$ cat src/include/lat_table_pkg.sv
package lat_table_pkg;
   // ****************************************
   // Latency codes and frequency limits
   // ****************************************
   localparam logic [1:0] LC_01 = 2'h1;
   localparam logic [1:0] LC_10 = 2'h2;
   localparam logic [7:0] ROW4_MHZ = 8'h5a;
   localparam logic [7:0] ROW5_MHZ = 8'h68;
   localparam logic [7:0] ROW6_MHZ = 8'h85;
   localparam logic [7:0] NOT_SUPP = 8'hff;
   localparam logic [7:0] MODE_NONE = 8'h00;
   localparam logic [7:0] DUMMY_FAST = 8'h08;
   localparam logic [7:0] DIO_MODE = 8'h04;
   localparam logic [7:0] QIO_MODE = 8'h02;
   localparam logic [7:0] DIO_DUMMY_R4 = 8'h01;
   localparam logic [7:0] QIO_DUMMY_R4 = 8'h04;
   localparam logic [7:0] DIO_DUMMY_R5 = 8'h02;
   localparam logic [7:0] QIO_DUMMY_R5 = 8'h05;
   // ****************************************
   // Double-rate parameter header
   // ****************************************
   localparam logic [7:0] DDR_PARAM_ID = 8'h9a;
   localparam logic [7:0] DDR_PARAM_LEN = 8'h2a;
   localparam logic [7:0] DDR_ROWS = 8'h05;
   localparam logic [7:0] DDR_ROW_LEN = 8'h08;
   localparam logic [7:0] HDR_FREQ = 8'h46;
   localparam logic [7:0] HDR_CODE = 8'h43;
   localparam logic [7:0] OP_FAST_DDR3 = 8'h0d;
   localparam logic [7:0] OP_FAST_DDR4 = 8'h0e;
   localparam logic [7:0] OP_DIO_DDR3 = 8'hbd;
   localparam logic [7:0] OP_DIO_DDR4 = 8'hbe;
   localparam logic [7:0] OP_QIO_DDR3 = 8'hed;
   localparam logic [7:0] OP_QIO_DDR4 = 8'hee;
   localparam int HDR_BYTES = 12;
   // ****************************************
   // Read commands
   // ****************************************
   typedef enum logic [2:0] {
      CMD_READ, CMD_FAST, CMD_DOUT, CMD_QOUT, CMD_DIO, CMD_QIO
   } read_cmd_t;
   // ****************************************
   // Latency counter
   // ****************************************
   localparam logic [7:0] CNT_RST = 8'h00;
   typedef enum logic [1:0] {
      ST_IDLE, ST_MODE, ST_DUMMY, ST_DATA
   } lat_state_t;
endpackage

$ cat src/design/lat_table.sv
`timescale 1ns/100ps
// How it works
// - Code 01b up to 90 MHz: plain read reported unsupported.
// - Code 01b: dual I/O 4 mode plus 1 dummy; quad I/O 2 plus 4.
// - Code 01b: fast, dual-out, quad-out reads use 0 mode, 8 dummy.
// - Code 10b to 104 MHz: plain unsupported; DIO 4+2, QIO 2+5; others 8.
// - Code 10b to 133 MHz: only fast read, 0 mode and 8 dummy.
// - Entry FFh marks a command unsupported for that row.
// - Row byte 0 holds frequency limit in MHz.
// - Row byte 1 holds the two-bit latency code.
// - Double-rate parameter opens with identifier 9Ah.
// - Length byte counts following bytes; next parameter at loc+len+1.
// - Double-rate header row starts with ASCII F then C.
// - Double-rate fast read opcodes 0Dh (3-byte) and 0Eh (4-byte).
// - Double-rate dual I/O opcodes BDh and BEh.
// - Double-rate quad I/O 3-byte opcode EDh.
// - Double-rate quad I/O 4-byte opcode EEh.
module lat_table
   import lat_table_pkg::*;
(
   input wire logic mclk_in,
   input wire logic rst_in,
   input wire logic ce_in,
   input wire logic [1:0] lat_code_in,
   input wire logic fast_clk_in,
   input wire logic [2:0] cmd_in,
   input wire logic start_in,
   input wire logic sck_in,
   input wire logic [3:0] qry_addr_in,
   output logic [7:0] row_freq_out,
   output logic [7:0] row_code_out,
   output logic [7:0] mode_cyc_out,
   output logic [7:0] dummy_cyc_out,
   output logic unsupported_out,
   output logic busy_out,
   output logic data_phase_out,
   output logic [7:0] qry_data_out
);
   // ****************************************
   // State
   // ****************************************
   typedef struct packed {
      logic [1:0] sck_sync;
      logic sck_prev;
      lat_state_t st;
      logic [7:0] cnt;
      logic [7:0] row_freq;
      logic [7:0] row_code;
      logic [7:0] mode_cyc;
      logic [7:0] dummy_cyc;
      logic unsupp;
      logic [7:0] qry;
   } state_t;

   state_t cur_ff;
   state_t nxt_ff;

   // ****************************************
   // Table lookup
   // ****************************************
   // Returns {mode, dummy}; FFh in both marks a refused command
   function automatic logic [15:0] lookup(input logic [1:0] code,
                                          input logic fast,
                                          input logic [2:0] cmd);
      logic [15:0] r;
      r = {NOT_SUPP, NOT_SUPP};
      if (code == LC_01) begin
         case (cmd)
            CMD_FAST, CMD_DOUT, CMD_QOUT: begin
               r = {MODE_NONE, DUMMY_FAST};
            end
            CMD_DIO: r = {DIO_MODE, DIO_DUMMY_R4};
            CMD_QIO: r = {QIO_MODE, QIO_DUMMY_R4};
            default: r = {NOT_SUPP, NOT_SUPP};
         endcase
      end else if (code == LC_10 && !fast) begin
         case (cmd)
            CMD_FAST, CMD_DOUT, CMD_QOUT: begin
               r = {MODE_NONE, DUMMY_FAST};
            end
            CMD_DIO: r = {DIO_MODE, DIO_DUMMY_R5};
            CMD_QIO: r = {QIO_MODE, QIO_DUMMY_R5};
            default: r = {NOT_SUPP, NOT_SUPP};
         endcase
      end else if (code == LC_10) begin
         if (cmd == CMD_FAST) begin
            r = {MODE_NONE, DUMMY_FAST};
         end
      end
      return r;
   endfunction

   // ****************************************
   // Query header
   // ****************************************
   // Offsets past the header read 00h, never a stray opcode
   function automatic logic [7:0] hdr_byte(input logic [3:0] a);
      case (a)
         4'h0: hdr_byte = DDR_PARAM_ID;
         4'h1: hdr_byte = DDR_PARAM_LEN;
         4'h2: hdr_byte = DDR_ROWS;
         4'h3: hdr_byte = DDR_ROW_LEN;
         4'h4: hdr_byte = HDR_FREQ;
         4'h5: hdr_byte = HDR_CODE;
         4'h6: hdr_byte = OP_FAST_DDR3;
         4'h7: hdr_byte = OP_FAST_DDR4;
         4'h8: hdr_byte = OP_DIO_DDR3;
         4'h9: hdr_byte = OP_DIO_DDR4;
         4'ha: hdr_byte = OP_QIO_DDR3;
         4'hb: hdr_byte = OP_QIO_DDR4;
         default: hdr_byte = 8'h00;
      endcase
   endfunction

   // ****************************************
   // Next state
   // ****************************************
   logic [15:0] lk;
   logic [7:0] lk_mode;
   logic [7:0] lk_dummy;
   logic sck_rise;

   // Split once so each field is named where it is tested
   assign lk = lookup(lat_code_in, fast_clk_in, cmd_in);
   assign lk_mode = lk[15:8];
   assign lk_dummy = lk[7:0];

   always_comb begin
      nxt_ff = cur_ff;
      // SCK must stay high and low for two mclk periods each
      nxt_ff.sck_sync = {cur_ff.sck_sync[0], sck_in};
      nxt_ff.sck_prev = cur_ff.sck_sync[1];
      sck_rise = cur_ff.sck_sync[1] && !cur_ff.sck_prev;
      // Row selected by code and clock range
      if (lat_code_in == LC_01) begin
         nxt_ff.row_freq = ROW4_MHZ;
      end else if (fast_clk_in) begin
         nxt_ff.row_freq = ROW6_MHZ;
      end else begin
         nxt_ff.row_freq = ROW5_MHZ;
      end
      nxt_ff.row_code = {6'h00, lat_code_in};
      nxt_ff.qry = hdr_byte(qry_addr_in);

      case (cur_ff.st)
         ST_IDLE: begin
            nxt_ff.mode_cyc = lk_mode;
            nxt_ff.dummy_cyc = lk_dummy;
            // Refused command leaves the machine idle with the flag up
            nxt_ff.unsupp = (lk_mode == NOT_SUPP);
            if (start_in && lk_mode != NOT_SUPP) begin
               // Counts latched per read so a code change mid-read is safe
               nxt_ff.cnt = CNT_RST;
               if (lk_mode != MODE_NONE) begin
                  nxt_ff.st = ST_MODE;
               end else begin
                  nxt_ff.st = ST_DUMMY;
               end
            end
         end
         ST_MODE: begin
            // Host deselect cuts the read; no half-count is left behind
            if (!start_in) begin
               nxt_ff.cnt = CNT_RST;
               nxt_ff.st = ST_IDLE;
            end else if (sck_rise) begin
               if (cur_ff.cnt + 8'h01 == cur_ff.mode_cyc) begin
                  nxt_ff.cnt = CNT_RST;
                  if (cur_ff.dummy_cyc == 8'h00) begin
                     nxt_ff.st = ST_DATA;
                  end else begin
                     nxt_ff.st = ST_DUMMY;
                  end
               end else begin
                  nxt_ff.cnt = cur_ff.cnt + 8'h01;
               end
            end
         end
         ST_DUMMY: begin
            if (!start_in) begin
               nxt_ff.cnt = CNT_RST;
               nxt_ff.st = ST_IDLE;
            end else if (sck_rise) begin
               if (cur_ff.cnt + 8'h01 == cur_ff.dummy_cyc) begin
                  nxt_ff.cnt = CNT_RST;
                  nxt_ff.st = ST_DATA;
               end else begin
                  nxt_ff.cnt = cur_ff.cnt + 8'h01;
               end
            end
         end
         ST_DATA: begin
            // Data phase holds until the host deselects
            if (!start_in) begin
               nxt_ff.st = ST_IDLE;
            end
         end
         default: nxt_ff.st = ST_IDLE;
      endcase
   end

   // ****************************************
   // Registers
   // ****************************************
   // Low enable holds every field, synchroniser included
   always_ff @(posedge mclk_in or posedge rst_in) begin
      if (rst_in) begin
         cur_ff <= '0;
      end else if (ce_in) begin
         cur_ff <= nxt_ff;
      end
   end

   // ****************************************
   // Outputs
   // ****************************************
   assign row_freq_out = cur_ff.row_freq;
   assign row_code_out = cur_ff.row_code;
   assign mode_cyc_out = cur_ff.mode_cyc;
   assign dummy_cyc_out = cur_ff.dummy_cyc;
   assign unsupported_out = cur_ff.unsupp;
   assign busy_out = (cur_ff.st == ST_MODE) || (cur_ff.st == ST_DUMMY);
   assign data_phase_out = (cur_ff.st == ST_DATA);
   assign qry_data_out = cur_ff.qry;
endmodule

$ cat config.mk
export PLATFORM = sky130hd
export DESIGN_NAME = lat_table
export DESIGN_NICKNAME = d
export VERILOG_FILES = /design/src/include/lat_table_pkg.sv /design/src/design/lat_table.sv
export SDC_FILE = /design/constraint.sdc
export NUM_CORES = 1
export LEC_CHECK = 0
export BUFFER_PORTS_ARGS = -buffer_cell sky130_fd_sc_hd__buf_2
export CAP_MARGIN = 20
export CORE_MARGIN = 2
export CORE_UTILIZATION = 55
export DETAILED_ROUTE_END_ITERATION = 8
export PLACE_DENSITY = 0.81
export SKIP_CTS_REPAIR_TIMING = 1
export SLEW_MARGIN = 20
export SYNTH_ARGS = -nofsm -noshare
export SYNTH_HDL_FRONTEND = slang
export SYNTH_SLANG_ARGS = --single-unit
$ cat constraint.sdc
create_clock -name mclk_in -period 2.71 [get_ports mclk_in]
set_input_delay 0.542 -clock mclk_in [delete_from_list [all_inputs] [get_ports mclk_in]]
set_output_delay 0.542 -clock mclk_in [all_outputs]
set_load 0.005 [all_outputs]
# Word-level counts from Yosys, hierarchy flattened
# Memory sizes are Yosys's and may differ from the RTL's. A register that Yosys moved wholly into a read port is not among the register bits.
# Cells that the tools add are included.
[word_totals]
reg_bits = 40
mem_bits_ro = 128
input_bits = 15
output_inout_bits = 43
elab_cells = 67
mem_count = 1
[memory_table]
columns = ["memory", "depth", "word_bits", "rd", "rd_ports_with_merged_regs", "write_ports", "line_no", "rtl"]
rows = [
  ["(no name shown)", 16, 8, 1, 1, 0, "lat_table.sv:98", "case (a)"],
]
[op_classes]
addsub = 1
n_eq_ne = 20
muxes = 22
reduce_logical = 14
[op_table]
columns = ["operator", "n"]
rows = [
  ["$pmux W16 S3", 2],
  ["$mux W16", 4],
  ["$mux W10", 5],
  ["$mux W8", 4],
  ["$pmux W8 S3", 1],
  ["$eq A8 B8 Y1", 2],
  ["$ne A3 B3 Y1 const B", 4],
  ["$add A8 B1 Y8 const B", 1],
  ["$eq A8 B8 Y1 const B", 1],
  ["$logic_not A8 Y1", 1],
  ["$mux W2", 4],
  ["$ne A8 B8 Y1 const B", 1],
  ["$pmux W2 S4", 1],
  ["$reduce_bool A8 Y1", 1],
  ["$reduce_and A7 Y1", 1],
  ["$eq A2 B2 Y1 const B", 3],
  ["$eq A3 B2 Y1 const B", 2],
  ["$eq A3 B3 Y1 const B", 2],
  ["$reduce_and A5 Y1", 1],
  ["$eq A2 B1 Y1 const B", 2],
  ["$ne A2 B2 Y1 const B", 2],
  ["$eq A3 B1 Y1 const B", 1],
  ["$logic_and A1 B1 Y1", 3],
  ["$reduce_bool A3 Y1", 1],
  ["6 further kinds", 7],
]

# Logic depth before layout (Yosys ltp)
# Gate-level depths: netlist (run 1).
[logic_depth]
depth_word = 9
ltp_mapped = 8
mapped_depth_nobuf = 7

# Worst setup path after synthesis (run 1)
# OpenSTA, ideal clock, no wires.
[synth_path]
kind = "register to register"
start = "register cur_ff[41] (netlist bit)"
end = "register cur_ff[50] (netlist bit)"
setup_ns = 0.128
arrival_ns = 2.121
required_time_ns = 2.582
path_slack_ns = 0.461
stages_incl_launch_ff = 8
path_buffers = 0
period_less_slack_ns = 2.249
cell_sequence = "dfrtp_1 > ha_1 > xnor2_1 > nand2_1 > o311ai_1 > o311ai_1 > a2111oi_4 > mux2_1"
[synth_via]
elab_chain_cells = 4
word_cells_on_any_way = 6
cone_classes = "add/sub: 1; eq/ne: 4; reduce/logical: 1"
[synth_rtl]
columns = ["item", "line_no", "rtl"]
rows = [
  ["start, declared", "lat_table.sv:55", "state_t cur_ff;"],
  ["start signal, assigned", "lat_table.sv:210", "cur_ff <= nxt_ff;"],
  ["$add A8 B1 Y8 *", "lat_table.sv:167, lat_table.sv:184", ""],
  ["$eq A8 B8 Y1, on equally long branches", "lat_table.sv:184, lat_table.sv:167", ""],
  ["$ne A3 B3 Y1 (no line)", "n/a", ""],
  ["$reduce_and A7 Y1 (no line) *", "n/a", ""],
]
# Mark *: on every way between the ends. The rest lies on a longest branch, timed or not.
# A chain may end at the register's enable or synchronous reset.

# Final worst setup path (run 1)
# Same ends and word-level chain as after synthesis.

==> results of run 1 <==
-- registers in the layout (all words and copies together) (netlist names) --
register / flops
row_code_out: 2
cur_ff: 13
unsupported_out: 1
dummy_cyc_out: 3
mode_cyc_out: 3
qry_data_out: 8
row_freq_out: 4
-- cell usage in the layout, fill, tap and decap left out, drive strengths merged, types with 5 or more instances in the layout --
cell type / synthesis / layout
a21oi: 13 / 13
o21ai: 19 / 19
buf: 45 / 57
inv: 20 / 20
dfrtp: 34 / 34
nor2b: 5 / 5
conb: 1 / 6
ha: 10 / 10
o31ai: 5 / 5
mux2: 11 / 11
nand3: 7 / 7
xnor2: 10 / 10
a31oi: 5 / 5
clkbuf: 11 / 7
o211ai: 7 / 7
nor2: 28 / 28
nand2: 22 / 22
-- cells by family (layout without fill, tap and decap cells) --
kind of cell / count (synthesis) / after routing / share of synthesized area, %
AOI/OAI and AO/OA: 72 / 72 / 19.5
xor gates and xnor gates: 11 / 11 / 4.09
adders and majority gates: 10 / 10 / 4.92
buffers and inverters: 76 / 85 / 17.4
DFF: 34 / 34 / 33.5
muxes: 12 / 12 / 5.27
other: 1 / 6 / 0.148
and+or+nand+nor: 81 / 81 / 15.1
-- power breakdown --
group	switching [W]	internal (W)	total [W]
sequential	0.000142	0.000618	0.000761
combinational	0.000462	0.000393	0.000855
clock	0.000177	0.000275	0.000452
total	0.000781	0.00129	0.00207
-- critical path: cells and delay by family (launching register included) --
family                     cells  cell delay (ns)
xor gates and xnor gates       1             0.16
adders and majority gates      1             0.38
muxes                          1             0.36
AOI/OAI and AO/OA              4             0.86
buffers and inverters          1             0.20
DFF                            1             0.46
-- layer usage --
metal,up-vias,GRT usage (%)
met2,89,32.8
met3,8,3.61
met4,0,7.97
met1,949,27.2
met5,-,0
li1,1003,-
-- cell type report --
cell class,instances,area (um^2)
sequential,34,852
tap,52,65.1
timing repair buffer,57,300
multi-input combinational,192,1270
clock buffer,7,76.3
fill,400,1750
clock inverter,1,30.0
inverter,20,75.1
-- stage by stage --
| step | hold slack [ns] | cells | area [um^2] | worst slack [ns] | util, % |
|---|---|---|---|---|---|
| after floorplan | 0.475 | 302 | 2560 | 0.461 | - |
| after global placement | 0.486 | 355 | 2560 | 0.268 | 57.9 |
| after detailed placement | 0.499 | 355 | 2560 | 0.180 | 57.9 |
| after CTS | 0.357 | 363 | 2660 | 0.152 | 60.3 |
| after global routing | 0.411 | 363 | 2670 | 0.0242 | 60.4 |
| final | 0.345 | 363 | 2670 | 0.171 | 60.4 |
-- worst max path at each step --
| stage | from | to | slack [ns] | depth (start not counted) |
|---|---|---|---|---|
| after global routing | cur_ff[41] | cur_ff[50] | 0.02 | 8 |
| after detailed placement | cur_ff[41] | cur_ff[50] | 0.18 | 8 |
| after floorplan | cur_ff[41] | cur_ff[50] | 0.46 | 7 |
| after global placement | cur_ff[41] | cur_ff[50] | 0.27 | 8 |
| final | cur_ff[41] | cur_ff[50] | 0.17 | 8 |
| after CTS | cur_ff[41] | cur_ff[50] | 0.15 | 8 |
==> summary.txt, run 1 <==
Run status
  – Status: complete, no violations

Critical path
  – Critical path endpoint category: flop
  – Worst r2r src: cur_ff[41]
  – Crit-path cells: ha_1, xnor2_1, o21ai_0, o311ai_1, o311ai_1, buf_4, a2111oi_4, mux2_1
  – Worst path most repeated cell: o311ai_1
  – CP peak stage delay: 0.46 ns
  – Slowest CP cell: dfrtp_2
  – Reg2Reg Depth: 8
  – CP Max Fanout: 11
  – Crit start category: flop
  – Crit path kind: flop to flop
  – Worst r2r dst: cur_ff[50]
  – Arrival time at the worst endpoint: 2.70 ns
  – R2R setup slack: 0.17 ns
  – Worst Path Required: 2.87 ns

Timing
  – Final worst-path cycle share: 93.7%
  – Slew at the pin closest to its max-slew limit: 0.552 ns
  – Slew headroom: 63.1%
  – Fin Clk Skew: 0.00560 ns
  – Hold Vio Cnt, Final: 0
  – Setup TNS: 0 ns
  – Final Max Tran Viols: 0
  – Fmax: 394 MHz
  – Final setup vio count: 0
  – Tmin final: 2.54 ns
  – RSZ-0062 raised after global routing: false

Finish
  – N_diodes: 0
  – Area growth syn-to-layout: 4.87%
  – Share of layout cells above drive strength 1: 25.7%
  – Layout Nets: 335

Route
  – Via/cell ratio: 5.64
  – DR WL/cell: 13.7 um
  – Pre-antenna DRT Iters: 5
  – DRC Markers: 0
  – Final wirelength: 4990 um
  – DR vias: 2049
  – Top layer in use: met4
  – Met3 WL: 318 um
  – Iter 0 DRT Violations: 224
  – Antenna Nets Post-Route: 0
  – WL met2: 2310 um
  – WL met1: 2280 um

Die
  – Core footprint: 0.00441 mm^2
  – IO Pins: 58
  – Starting Density: 57.6%
  – Die width: 72.0 um
  – Rows: 24
  – Die area: 0.00518 mm^2
  – Die height: 72.0 um

Synthesis
  – Yosys synthesis warning count: 0
  – Top cells by instance count after synthesis: 41 x buf_4, 34 x dfrtp_1, 28 x nor2_1, 22 x nand2_1, 20 x inv_1
  – Post-synthesis cell type count: 50
  – Synth Instances: 297
  – Primary FF master, synth: dfrtp_1
  – Post-synth ARST share: 100%
  – Count leader, synth: buf_4
  – Synth top area cells: dfrtp_1 33%, buf_4 12%, ha_1 4.9%
  – Flops & latches, synth: 34
  – Post-Syn Area: 0.00254 mm^2
  – Leading area contributor after synthesis: dfrtp_1
  – Synth Area per Inst: 8.56 um^2
  – Top cell type's share of synthesized area: 33.5%
  – Post-synth EDFFs: 0
  – Seq/Total Area, Yosys: 33.5%

Placement
  – Port Buffer Count: 51
  – DP HPWL: 3800 um
  – RD Place Congestion: 0.951

CTS
  – CTS tree: yes
  – CTS clk-pin slew, worst paths: 0.07 ns
  – Worst skew pair latency: 0.28 ns
  – CTS sink cnt: 34
  – Cts bufs inserted: 5
  – CTS root buf: clkbuf_8
  – Clk buf depth: 2
  – H-tree depth: 2

GRT
  – Largest net degree at the start of global routing: 35
  – All-Layer GR Usage: 20.3%
  – First-pass GRT wire length: 8340 um
  – Grt total ovfl: 0
  – Vias in the first global route: 1852
  – Initial antenna violation count: 0

Power and ir drop
  – PD cells: 776 mW/mm^2
  – P_leak: 1.21 nW
  – Tot Pwr: 0.00207 W
  – Worst vdd ir: 0.000378 V

Min path
  – Min-delay worst type: input port to async pin

Flow run
  – Max_cap viols: 0
No activity file was read; power rests on OpenSTA's default activity.
==> run 2, diff against run 1 <==
CELL_PAD_IN_SITES_DETAIL_PLACEMENT = 1   (was default)
CELL_PAD_IN_SITES_GLOBAL_PLACEMENT = 1   (was default)
CORE_UTILIZATION = 25   (was 55)
PLACE_DENSITY = 0.54   (was 0.81)
SLEW_MARGIN = 10   (was 20)
==> summary.txt, run 2 (synthesis gave the netlist of run 1 again) <==
Run status
  – Status: complete, no violations (unchanged)

GRT
  – All-Layer GR Usage: 12.1% (was 20.3%)
  – First-pass GRT wire length: 10800 um (was 8340 um)
  – Grt total ovfl: 0 (unchanged)
  – Vias in the first global route: 2129 (was 1852)
  – Initial antenna violation count: 0 (unchanged)
  – Largest net degree at the start of global routing: 35 (unchanged)

Timing
  – Fin Clk Skew: 0.00538 ns (was 0.00560 ns)
  – Fmax: 392 MHz (was 394 MHz)
  – Final setup vio count: 0 (unchanged)
  – Tmin final: 2.55 ns (was 2.54 ns)
  – Final WS setup: 0.157 ns (was 0.171 ns)
  – Final Max Tran Viols: 0 (unchanged)
  – Setup TNS: 0 ns (unchanged)
  – RSZ-0062 raised after global routing: false (unchanged)
  – Final worst-path cycle share: 94.2% (was 93.7%)
  – Hold Vio Cnt, Final: 0 (unchanged)

Placement
  – Area after DPL: 0.00270 mm^2 (was 0.00256 mm^2)
  – RD Place Congestion: 0.784 (was 0.951)
  – Post-Place Worst Slack: 0.153 ns (was 0.180 ns)
  – DP HPWL: 4920 um (was 3800 um)
  – Port Buffer Count: 51 (unchanged)

Finish
  – Area growth syn-to-layout: 11.8% (was 4.87%)
  – Most frequent cells in the layout: 51 x buf_2, 34 x dfrtp_1, 28 x nor2_1 (was 51 x buf_2, 33 x dfrtp_1, 28 x nor2_1)
  – Share of layout cells above drive strength 1: 27.4% (was 25.7%)
  – Final-layout fill cell count: 1205 (was 400)
  – Max FFs per register: 13 (unchanged)
  – Finished Core Util: 28.9% (was 60.4%)
  – Layout Nets: 341 (was 335)
  – Storage cell area: 851 um^2 (was 852 um^2)
  – Multi-input gate area: 0.00127 mm^2 (unchanged)
  – N_diodes: 0 (unchanged)
  – Most common cell after layout, fill and taps aside: buf_2 (unchanged)
  – Design Area, Final: 0.00284 mm^2 (was 0.00267 mm^2)
  – Register with the most flip-flops: cur_ff (unchanged)

Critical path
  – Critical path endpoint category: flop (unchanged)
  – Worst Path Required: 2.88 ns (was 2.87 ns)
  – Crit path kind: flop to flop (unchanged)
  – Critical path endpoint: cur_ff[50] (unchanged)
  – Worst r2r src: cur_ff[41] (unchanged)
  – R2R setup slack: 0.16 ns (was 0.17 ns)
  – Worst r2r dst: cur_ff[50] (unchanged)
  – Reg2Reg Depth: 8 (unchanged)
  – CP Depth: 8 (unchanged)
  – Crit-path cells: ha_1, xnor2_2, xnor2_1, o311ai_1, o311ai_1, buf_4, a2111oi_4, mux2_1 (was ha_1, xnor2_1, o21ai_0, o311ai_1, o311ai_1, buf_4, a2111oi_4, mux2_1)
  – Arrival time at the worst endpoint: 2.73 ns (was 2.70 ns)
  – CP Max Fanout: 11 (unchanged)
  – Worst path most repeated cell: o311ai_1 (unchanged)
  – Crit path launch: cur_ff[41] (unchanged)
  – Worst path buffer plus inverter count: 1 (unchanged)
  – CP top delay family: compound AO/OA/AOI/OAI gates (unchanged)
  – Slowest CP cell: dfrtp_1 (was dfrtp_2)
  – Crit start category: flop (unchanged)
  – CP peak stage delay: 0.44 ns (was 0.46 ns)

Die
  – Die height: 105 um (was 72.0 um)
  – Rows: 36 (was 24)
  – Die width: 105 um (was 72.0 um)
  – Starting Density: 25.9% (was 57.6%)
  – Core footprint: 0.00982 mm^2 (was 0.00441 mm^2)
  – IO Pins: 58 (unchanged)
  – Die area: 0.0110 mm^2 (was 0.00518 mm^2)

CTS
  – Clk buf depth: 2 (unchanged)
  – H-tree depth: 2 (unchanged)
  – Cts bufs inserted: 5 (unchanged)
  – CTS sink cnt: 34 (unchanged)
  – CTS tree: yes (unchanged)
  – CTS clk-pin slew, worst paths: 0.08 ns (was 0.07 ns)
  – Worst skew pair latency: 0.29 ns (was 0.28 ns)
  – CTS root buf: clkbuf_8 (unchanged)

Flow run
  – Max_cap viols: 0 (unchanged)

Power and ir drop
  – P_leak: 1.26 nW (was 1.21 nW)
  – Worst vdd ir: 0.000231 V (was 0.000378 V)
  – PD cells: 797 mW/mm^2 (was 776 mW/mm^2)
  – Tot Pwr: 0.00226 W (was 0.00207 W)

Route
  – Iter 0 DRT Violations: 32 (was 224)
  – DR vias: 2090 (was 2049)
  – Via/cell ratio: 4.64 (was 5.64)
  – DRC Markers: 0 (unchanged)
  – DR WL/cell: 14.1 um (was 13.7 um)
  – Final wirelength: 6360 um (was 4990 um)
  – Pre-antenna DRT Iters: 4 (was 5)
  – Antenna Nets Post-Route: 0 (unchanged)

Min path
  – Min-delay worst type: input port to async pin (unchanged)
## run 2: tightest hold or removal path, stage by stage
cell   delay, ns
buf_2       0.09
inv_1       0.04
buf_4       0.40
## run 2: worst min-delay path by stage
| stage | end | slack [ns] |
|---|---|---|
| 2_1_floorplan | cur_ff[52] | 0.47 |
| 3_3_place_gp | row_code_out[0] | 0.49 |
| 3_5_place_dp | qry_data_out[7] | 0.49 |
| 4_1_cts | qry_data_out[3] | 0.36 |
| 5_1_grt | qry_data_out[5] | 0.40 |
| 6_report | qry_data_out[2] | 0.34 |
## run 2: layout make-up
cell class	count	share of cell area, %
Multi-Input combinational cell	192	44.6
Tap cell	133	5.86
Sequential cell	34	29.9
Inverter	20	2.64
Timing Repair Buffer	63	12.2
Clock inverter	3	2.42
Clock buffer	5	2.42
## run 2: through the flow
stage / cells / hold WS [ns]
after detailed placement: 442 / 0.492
after global placement: 442 / 0.487
after CTS: 450 / 0.358
final: 450 / 0.343
after floorplan: 302 / 0.475
after global routing: 450 / 0.396
## run 2: per-layer routing
layer | wire (um) | part of all wire [%] | vias to the layer above | track usage [%]
met5 | 0 | 0 | - | 0
met4 | 53 | 0.83 | 0 | 3.33
met1 | 3120 | 49 | 1030 | 16.6
li1 | - | - | 1013 | -
met2 | 2950 | 46 | 43 | 19.2
met3 | 239 | 3.8 | 4 | 2.50
## run 2: report_power, final
group	leakage [nW]	internal [W]	switching, W
Sequential	0.414	0.000616	0.000145
Clock	0.0683	0.000369	0.000212
Combinational	0.776	0.000425	0.000498
Total	1.26	0.00141	0.000855
